`config.mk`:
```
export PLATFORM = sky130hd
export DESIGN_NAME = swcr_timer_pair
export DESIGN_NICKNAME = d
export VERILOG_FILES = /design/src/verilog/swcr_timer_unit.v /design/src/verilog/swcr_timer_pair.v
export VERILOG_INCLUDE_DIRS = /design/src /design/src/shared
export SDC_FILE = /design/constraint.sdc
export NUM_CORES = 1
export LEC_CHECK = 0
export BUFFER_PORTS_ARGS = -buffer_cell sky130_fd_sc_hd__buf_2
export CAP_MARGIN = 0
export CORE_MARGIN = 5
export CORE_UTILIZATION = 30
export DETAILED_ROUTE_END_ITERATION = 8
export PLACE_DENSITY = 0.55
export SLEW_MARGIN = 20
export SYNTH_ARGS = -nofsm -noshare
export SYNTH_HDL_FRONTEND = slang
export SYNTH_HIERARCHICAL = 1
export SYNTH_SLANG_ARGS = --single-unit
```
`constraint.sdc`:
```
create_clock -name CORE_CLK -period 2.5 [get_ports CORE_CLK]
set_clock_uncertainty 0.15 [all_clocks]
set_input_delay 0.125 -clock CORE_CLK [delete_from_list [all_inputs] [get_ports CORE_CLK]]
set_output_delay 0.125 -clock CORE_CLK [all_outputs]
set_load 0.01 [all_outputs]
```
`src/shared/swcr_consts.vh`:
```
// Purpose: offsets, bit positions and reset values of the split/wide timer pair
// Assumes: 8-bit special-function register space, byte-wide registers
// Notes:   timer a and timer b share one bit layout for their control registers
`ifndef SWCR_CONSTS_VH
`define SWCR_CONSTS_VH

// timer a register offsets
`define SWCR_A_CTRL_ADDR      8'hC8
`define SWCR_A_RL_ADDR        8'hCA
`define SWCR_A_RH_ADDR        8'hCB
`define SWCR_A_CL_ADDR        8'hCC
`define SWCR_A_CH_ADDR        8'hCD

// timer b register offsets
`define SWCR_B_CTRL_ADDR      8'hB9
`define SWCR_B_RL_ADDR        8'hBA
`define SWCR_B_RH_ADDR        8'hBB
`define SWCR_B_CL_ADDR        8'hBC
`define SWCR_B_CH_ADDR        8'hBD

// control register fields
`define SWCR_HIGH_HALF_FLAG   7
`define SWCR_LOW_HALF_FLAG    6
`define SWCR_LOW_IRQ_ENABLE   5
`define SWCR_SPLIT_SELECT     4
`define SWCR_HIGH_CAP_ENABLE  3
`define SWCR_LOW_CAP_ENABLE   2
`define SWCR_HIGH_RUN         1
`define SWCR_LOW_RUN          0

// reset values and count limits
`define SWCR_REG_RESET        8'h00
`define SWCR_BYTE_MAX         8'hFF
`define SWCR_WIDE_MAX         16'hFFFF
`define SWCR_RDATA_UNMAPPED   8'h00

`endif

```
`src/verilog/swcr_timer_unit.v`:
```
// Purpose: one timer able to run as a 16-bit counter or as two 8-bit halves
// Assumes: ticks and capture events are single-cycle pulses on the core clock
// Notes:   software writes land in the same cycle they are presented
`timescale 1ns/1ns
`include "swcr_consts.vh"

module swcr_timer_unit (
    input  wire       clk,
    input  wire       srst,
    input  wire [7:0] wdata,
    input  wire       wr_ctrl,
    input  wire       wr_rl,
    input  wire       wr_rh,
    input  wire       wr_cl,
    input  wire       wr_ch,
    input  wire       tick_lo,
    input  wire       tick_hi,
    input  wire       cap_lo,
    input  wire       cap_hi,
    output reg  [7:0] ctrl_r,
    output reg  [7:0] rl_r,
    output reg  [7:0] rh_r,
    output reg  [7:0] cl_r,
    output reg  [7:0] ch_r,
    output wire       irq
);
    reg  [7:0] ctrl_nxt;
    reg  [7:0] rl_nxt;
    reg  [7:0] rh_nxt;
    reg  [7:0] cl_nxt;
    reg  [7:0] ch_nxt;
    reg        set_inth;
    reg        set_intl;
    wire       split;
    wire       lo_run;
    wire       hi_run;
    wire       lo_cap;
    wire       hi_cap;
    wire       wide_step;
    wire       lo_step;
    wire       hi_step;
    wire       lo_ovf;
    wire       hi_ovf;
    wire       wide_ovf;
    wire       lo_capt;
    wire       hi_capt;
    wire [15:0] wide_inc;

    assign split     = ctrl_r[`SWCR_SPLIT_SELECT];                        // RL14
    assign lo_run    = ctrl_r[`SWCR_LOW_RUN];                             // RL17
    assign hi_run    = split & ctrl_r[`SWCR_HIGH_RUN];
    assign lo_cap    = ctrl_r[`SWCR_LOW_CAP_ENABLE];                      // RL16
    assign hi_cap    = split & ctrl_r[`SWCR_HIGH_CAP_ENABLE];             // RL16
    assign wide_step = ~split & lo_run & tick_lo;                         // RL17
    assign lo_step   = split & lo_run & tick_lo;
    assign hi_step   = hi_run & tick_hi;
    assign lo_ovf    = (wide_step | lo_step) & (cl_r == `SWCR_BYTE_MAX);
    assign hi_ovf    = hi_step & (ch_r == `SWCR_BYTE_MAX);
    assign wide_ovf  = wide_step & ({ch_r, cl_r} == `SWCR_WIDE_MAX);
    assign lo_capt   = lo_cap & cap_lo;
    assign hi_capt   = hi_cap & cap_hi;
    assign wide_inc  = {ch_r, cl_r} + 16'h0001;

    // high flag alone, or low flag gated by its enable
    assign irq = ctrl_r[`SWCR_HIGH_HALF_FLAG] |
                 (ctrl_r[`SWCR_LOW_HALF_FLAG] & ctrl_r[`SWCR_LOW_IRQ_ENABLE]);   // RL15

    always @* begin
        if (split) begin
            set_inth = hi_cap ? hi_capt : hi_ovf;                         // RL7
            set_intl = lo_cap ? lo_capt : lo_ovf;                         // RL9
        end else begin
            set_inth = lo_cap ? lo_capt : wide_ovf;                       // RL13
            // in wide capture the flag becomes a 17th count bit
            set_intl = lo_cap ? wide_ovf : lo_ovf;                        // RL11 RL12
        end
    end

    always @* begin
        ctrl_nxt = wr_ctrl ? wdata : ctrl_r;
        // set wins over a software clear in the same cycle
        ctrl_nxt[`SWCR_HIGH_HALF_FLAG] = ctrl_nxt[`SWCR_HIGH_HALF_FLAG] | set_inth;  // RL8
        ctrl_nxt[`SWCR_LOW_HALF_FLAG]  = ctrl_nxt[`SWCR_LOW_HALF_FLAG] | set_intl;   // RL10

        rl_nxt = wr_rl ? wdata : rl_r;                                    // RL3
        rh_nxt = wr_rh ? wdata : rh_r;                                    // RL3 RL4
        // a capture beats a software write of the same byte
        if (lo_capt) begin
            rl_nxt = cl_r;                                                // RL1
            if (!split) begin
                rh_nxt = ch_r;
            end
        end
        if (hi_capt) begin
            rh_nxt = ch_r;
        end

        cl_nxt = cl_r;
        ch_nxt = ch_r;
        if (wide_step) begin
            if (wide_ovf && !lo_cap) begin
                cl_nxt = rl_r;                                            // RL2 RL18
                ch_nxt = rh_r;
            end else begin
                cl_nxt = wide_inc[7:0];                                   // RL5
                ch_nxt = wide_inc[15:8];                                  // RL6
            end
        end
        if (lo_step) begin
            cl_nxt = (lo_ovf && !lo_cap) ? rl_r : cl_r + 8'h01;           // RL2 RL18
        end
        if (hi_step) begin
            ch_nxt = (hi_ovf && !hi_cap) ? rh_r : ch_r + 8'h01;           // RL18
        end
        // software writes to the live count win over counting
        if (wr_cl) begin
            cl_nxt = wdata;
        end
        if (wr_ch) begin
            ch_nxt = wdata;
        end
    end

    always @(posedge clk) begin
        if (srst) begin
            ctrl_r <= `SWCR_REG_RESET;
            rl_r   <= `SWCR_REG_RESET;
            rh_r   <= `SWCR_REG_RESET;
            cl_r   <= `SWCR_REG_RESET;
            ch_r   <= `SWCR_REG_RESET;
        end else begin
            ctrl_r <= ctrl_nxt;
            rl_r   <= rl_nxt;
            rh_r   <= rh_nxt;
            cl_r   <= cl_nxt;
            ch_r   <= ch_nxt;
        end
    end
endmodule // swcr_timer_unit

```
`src/verilog/swcr_timer_pair.v`:
```
// Purpose: two split/wide capture-reload timers behind the special-function register port
// Assumes: tick and capture inputs come from logic on CORE_CLK (50 MHz)
// Notes:   read data are registered, one cycle after the read strobe
//
// Notes on behaviour
// [RL1] capture mode stores the captured count in the low reload/capture byte
// [RL2] timer mode reloads the counter from the low reload/capture byte
// [RL3] reload bytes are single-buffered; writes take effect immediately
// [RL4] high reload/capture byte holds upper reload bits, readable and writable
// [RL5] low count register: low byte of wide count, or whole low half
// [RL6] high count register: high byte of wide count, or whole high half
// [RL7] high flag sets on high-half or wide overflow in timer mode, or on capture in capture mode
// [RL8] hardware never clears the high flag; software writes it to zero
// [RL9] low flag sets on low-half overflow in timer mode or capture
// [RL10] low flag cleared only by software
// [RL11] low-byte overflow sets low flag even in wide timer configuration
// [RL12] wide capture mode: high-byte overflow sets low flag, a 17th bit
// [RL13] wide capture mode: capture event sets only the high flag
// [RL14] split select: zero wide 16-bit under low controls, one independent halves
// [RL15] interrupt request is high flag or low flag with its enable
// [RL16] low capture enable selects capture; high one ignored in wide mode
// [RL17] low run enables low half, or the whole timer when wide
// [RL18] each tick increments; in timer mode overflow reloads and raises the matching flag
`timescale 1ns/1ns
`include "swcr_consts.vh"

module swcr_timer_pair (
    input  wire       CORE_CLK,
    input  wire       SRST,
    input  wire [7:0] SFR_ADDR,
    input  wire [7:0] SFR_WDATA,
    input  wire       SFR_WR,
    input  wire       SFR_RD,
    output reg  [7:0] SFR_RDATA,
    input  wire       TICK_A_LO,
    input  wire       TICK_A_HI,
    input  wire       TICK_B_LO,
    input  wire       TICK_B_HI,
    input  wire       CAPTURE_A_LO,
    input  wire       CAPTURE_A_HI,
    input  wire       CAPTURE_B_LO,
    input  wire       CAPTURE_B_HI,
    output wire       IRQ_A,
    output wire       IRQ_B
);
    wire [7:0] a_ctrl;
    wire [7:0] a_rl;
    wire [7:0] a_rh;
    wire [7:0] a_cl;
    wire [7:0] a_ch;
    wire [7:0] b_ctrl;
    wire [7:0] b_rl;
    wire [7:0] b_rh;
    wire [7:0] b_cl;
    wire [7:0] b_ch;
    reg  [7:0] rd_mux;

    swcr_timer_unit u_timer_a (
        .clk     (CORE_CLK),
        .srst    (SRST),
        .wdata   (SFR_WDATA),
        .wr_ctrl (SFR_WR && SFR_ADDR == `SWCR_A_CTRL_ADDR),
        .wr_rl   (SFR_WR && SFR_ADDR == `SWCR_A_RL_ADDR),               // RL3
        .wr_rh   (SFR_WR && SFR_ADDR == `SWCR_A_RH_ADDR),               // RL4
        .wr_cl   (SFR_WR && SFR_ADDR == `SWCR_A_CL_ADDR),
        .wr_ch   (SFR_WR && SFR_ADDR == `SWCR_A_CH_ADDR),
        .tick_lo (TICK_A_LO),
        .tick_hi (TICK_A_HI),
        .cap_lo  (CAPTURE_A_LO),
        .cap_hi  (CAPTURE_A_HI),
        .ctrl_r  (a_ctrl),
        .rl_r    (a_rl),
        .rh_r    (a_rh),
        .cl_r    (a_cl),
        .ch_r    (a_ch),
        .irq     (IRQ_A)
    );

    swcr_timer_unit u_timer_b (
        .clk     (CORE_CLK),
        .srst    (SRST),
        .wdata   (SFR_WDATA),
        .wr_ctrl (SFR_WR && SFR_ADDR == `SWCR_B_CTRL_ADDR),
        .wr_rl   (SFR_WR && SFR_ADDR == `SWCR_B_RL_ADDR),
        .wr_rh   (SFR_WR && SFR_ADDR == `SWCR_B_RH_ADDR),
        .wr_cl   (SFR_WR && SFR_ADDR == `SWCR_B_CL_ADDR),
        .wr_ch   (SFR_WR && SFR_ADDR == `SWCR_B_CH_ADDR),
        .tick_lo (TICK_B_LO),
        .tick_hi (TICK_B_HI),
        .cap_lo  (CAPTURE_B_LO),
        .cap_hi  (CAPTURE_B_HI),
        .ctrl_r  (b_ctrl),
        .rl_r    (b_rl),
        .rh_r    (b_rh),
        .cl_r    (b_cl),
        .ch_r    (b_ch),
        .irq     (IRQ_B)
    );

    // reads have no side effect; flags clear only by explicit write
    always @* begin
        case (SFR_ADDR)
            `SWCR_A_CTRL_ADDR: rd_mux = a_ctrl;
            `SWCR_A_RL_ADDR:   rd_mux = a_rl;                           // RL1
            `SWCR_A_RH_ADDR:   rd_mux = a_rh;                           // RL4
            `SWCR_A_CL_ADDR:   rd_mux = a_cl;                           // RL5
            `SWCR_A_CH_ADDR:   rd_mux = a_ch;                           // RL6
            `SWCR_B_CTRL_ADDR: rd_mux = b_ctrl;
            `SWCR_B_RL_ADDR:   rd_mux = b_rl;
            `SWCR_B_RH_ADDR:   rd_mux = b_rh;
            `SWCR_B_CL_ADDR:   rd_mux = b_cl;
            `SWCR_B_CH_ADDR:   rd_mux = b_ch;
            default:           rd_mux = `SWCR_RDATA_UNMAPPED;
        endcase
    end

    // registered read keeps the output glitch-free at the cost of one cycle
    always @(posedge CORE_CLK) begin
        if (SRST) begin
            SFR_RDATA <= `SWCR_REG_RESET;
        end else if (SFR_RD) begin
            SFR_RDATA <= rd_mux;
        end
    end
endmodule // swcr_timer_pair

```
==> metrics.md <==
| Metric | Value |
|---|---|
| Status | `completed` |
| Crit Path Max Fanout | `9` |
| Worst skew pair latency | `0.36 ns` |
| DR vias | `6397` |
| Max VDD drop | `0.321 mV` |
| Fmax | `426 MHz` |
| Vias per inst | `5.82` |
| Yosys cell types | `74` |
| Worst setup path class | `reg2reg` |
| H-tree depth | `3` |
| R2R cell count | `6` |
| Synth Flop Type | `dfxtp_1` |
| Post-Syn Instances | `approximately 770` |
| Largest net degree at the start of global routing | `60` |
| Synth Register Bits | `slightly below 90` |
| Hold Path Class | `in2reg` |
| Placer Congestion | `0.948` |
| Fin crit share | `between 90% and 100%` |
| Inserted Clock Buffers | `9` |
| Drt initial violations | `604` |
| Top-area cell type share of the netlist area | `about 29%` |
| WL final | `22.7 mm` |
| Post-route DRC | `0` |
| Dpl hpwl | `16.4 mm` |
| RSZ-0062 raised after global routing | `false` |
| Final core occ | `35.8%` |
| Tmin final | `2.35 ns` |
| Setup_tns | `0 ns` |
| Largest cells by area after synthesis | `dfxtp_1 29%, mux2i_1 11%, nor2_1 5.7%` |
| Max clock buf depth | `2` |
| CP max stage delay | `0.52 ns` |
| Crit path from | `u_timer_a/cl_r[2]` |
| Hold_ws | `0.0577 ns` |
| Placed Cells | `1082` |
| Die area | `23400 µm²` |
| Final setup fails | `0` |
| CP endpoint kind | `register` |
| Crit-path cells | `nand4_1 > nor4_1 > xor2_1 > and3_1 > a2111oi_1 > o41ai_1` |
| Die span in x | `153 µm` |
| Critical Path Start Type | `register` |
| Detailed Routing Iterations Pass 1 | `6` |
| Worst EP arrival | `2.42 ns` |
| Initial core utilization | `30.5%` |
| Layout net count | `857` |
| I/O Pins | `38` |
| Antenna violations before repair | `0` |
| R2R Path End | `u_timer_a/ch_r[3]` |
| PwrDens | `417 nW/µm²` |
| CTS root buffer | `clkbuf_16` |
| Clk slew on worst S/H paths | `roughly 0.060 ns` |
| Worst-Margin Slew | `between 0.6 and 0.7 ns` |
| Reg-to-Reg Start | `u_timer_a/cl_r[2]` |
| First-pass GRT wire length | `between 30 and 40 mm` |
| Syn Nets | `801` |
| Fraction of layout cells with a size suffix above 1 | `17.3%` |
| Vias in the first global route | `5965` |
| Final hold vios | `0` |
| Slowest CP cell | `dfxtp_1` |
| Crit path to | `u_timer_a/ch_r[3]` |
| Post-Layout Cell Count | `1100` |
| Number of diodes | `0` |
| CTS tree | `done` |
| Die Y | `153 µm` |
| Core box area | `20200 µm²` |
| Top cell type by total area after synthesis | `dfxtp_1` |
| Sequential area share after synthesis | `between 20 and 30%` |
| Clock Sinks | `88` |
| Mean post-synth cell area | `7.99 µm²` |
| Syn. warnings | `6` |
| Cell Area, Synth | `6140 µm²` |
| DRT antenna net count | `0` |
| # rows | `52` |
| Total GRT Usage | `a little under a fifth` |
| Final slew viol count | `0` |
| Most frequent cells in the layout | `94 x nor2_1, 88 x dfxtp_1, 69 x mux2i_1` |
| FFs w/ async S/R, synth | `0%` |
| LEAKAGE | `around 2.6 nW` |
| # port buffers | `37` |
| Tot Pwr | `3.01 mW` |
| CP required | `2.57 ns` |
| Grt ovf | `0` |
| Syn-to-layout area delta | `17.4%` |
| Max-Slew Margin vs Limit | `53.6%` |
| Number of synthesized flops with an enable pin | `0` |
| Worst R2R Setup Slack | `0.15 ns` |
| Most common cell after layout, fill and taps aside | `nor2_1` |
| MaxCap Viol Count | `0` |
| Routed WL per cell | `about 21 µm` |
flip-flops by register name, indices dropped and copies added (netlist names):
register,flops
u_timer_a/rh_r,8
u_timer_b/rh_r,8
u_timer_a/ch_r,8
u_timer_b/ctrl_r,8
u_timer_b/rl_r,8
u_timer_b/cl_r,8
u_timer_b/ch_r,8
SFR_RDATA,8
u_timer_a/ctrl_r,8
u_timer_a/cl_r,8
u_timer_a/rl_r,8
timing repair:
| action | in CTS | in global routing |
|---|---|---|
| buffers inserted | 0 | 0 |
| hold buffers | 2 | 0 |
| setup endpoints to repair | 0 | 5 |
| endpoints found under the hold margin | 2 | 0 |
| resized for setup | 0 | 5 |
worst min path at each step:
stage,from,end,slack [ns],depth (start not counted)
4_1_cts,SFR_ADDR[7],SFR_RDATA[1],0.04,3
5_1_grt,SFR_WDATA[4],u_timer_a/cl_r[4],0.06,3
3_3_place_gp,CAPTURE_A_LO,u_timer_a/ctrl_r[6],0.29,3
2_1_floorplan,SFR_WDATA[6],u_timer_a/cl_r[6],0.08,2
6_report,SFR_WDATA[4],u_timer_b/cl_r[4],0.06,3
3_5_place_dp,CAPTURE_B_LO,u_timer_b/ctrl_r[6],0.28,3
per-stage QoR:
step	setup slack, ns	instance area [µm²]
after floorplan	0.222	6140
after global placement	0.176	6880
after detailed placement	0.156	6880
after CTS	0.141	7200
after global routing	0.00965	7220
final	0.153	7220
power by group:
part / internal [mW] / switching [mW]
registers: 1.40 / 0.00274
logic: 0.0564 / 0.141
clock network: 0.827 / 0.576
cell families after synthesis:
kind of cell	Yosys count	share of synthesized area, %
mux	74	12.2
fa+ha+maj	4	0.815
compound gates	210	24.3
buf+inv	68	5.21
simple gates	301	25.5
xor+xnor	24	3.42
flops	88	28.7
final cells by class:
type                    count  area, µm²
fillers                  2128      13000
flip-flops and latches     88       1760
well taps                 270        338
multi-input cells         613       4080
repair buffers            103        698
clock buffers              13        260
clock inverters             3       40.0
inverters                  10       37.5
metal layers:
| metal | vias to the layer above | wire length [µm] | global-route usage [%] |
|---|---|---|---|
| met5 | - | 0 | 0 |
| met4 | 0 | 752 | 8.27 |
| met3 | 50 | 1640 | 2.80 |
| met2 | 301 | 10000 | 28.7 |
| met1 | 3009 | 10300 | 26.3 |
| li1 | 3037 | - | - |
cells in the mapped netlist, drive strengths merged (4+ instances only):
library cell and n:
xor2 12, nand2 52, mux2 5, nand3b 6, nor2b 8, and2 7, a21oi 44, a32o 6
o221ai 7, a2111oi 4, a22oi 14, xnor2 12, a31oi 6, nor2 94, dfxtp 88, a221oi 4
nor4 8, o21ai 24, nand3 37, mux2i 69, a22o 10, and3 17, a211oi 44, a21o 4
clkbuf 27, nor3 31, o22ai 11, nor3b 4, or3 9, ha 4, nand4 12, buf 31
inv 10, o31ai 4
worst max-delay path: cells and delay by family, from the launching register on:
kind / cells / cell delay (ns)
AOI/OAI and AO/OA: 2 / 0.50
xor gates and xnor gates: 1 / 0.11
DFF: 1 / 0.52
and+or+nand+nor: 3 / 0.93
Note: power is estimated with default switching activity, not from simulation.
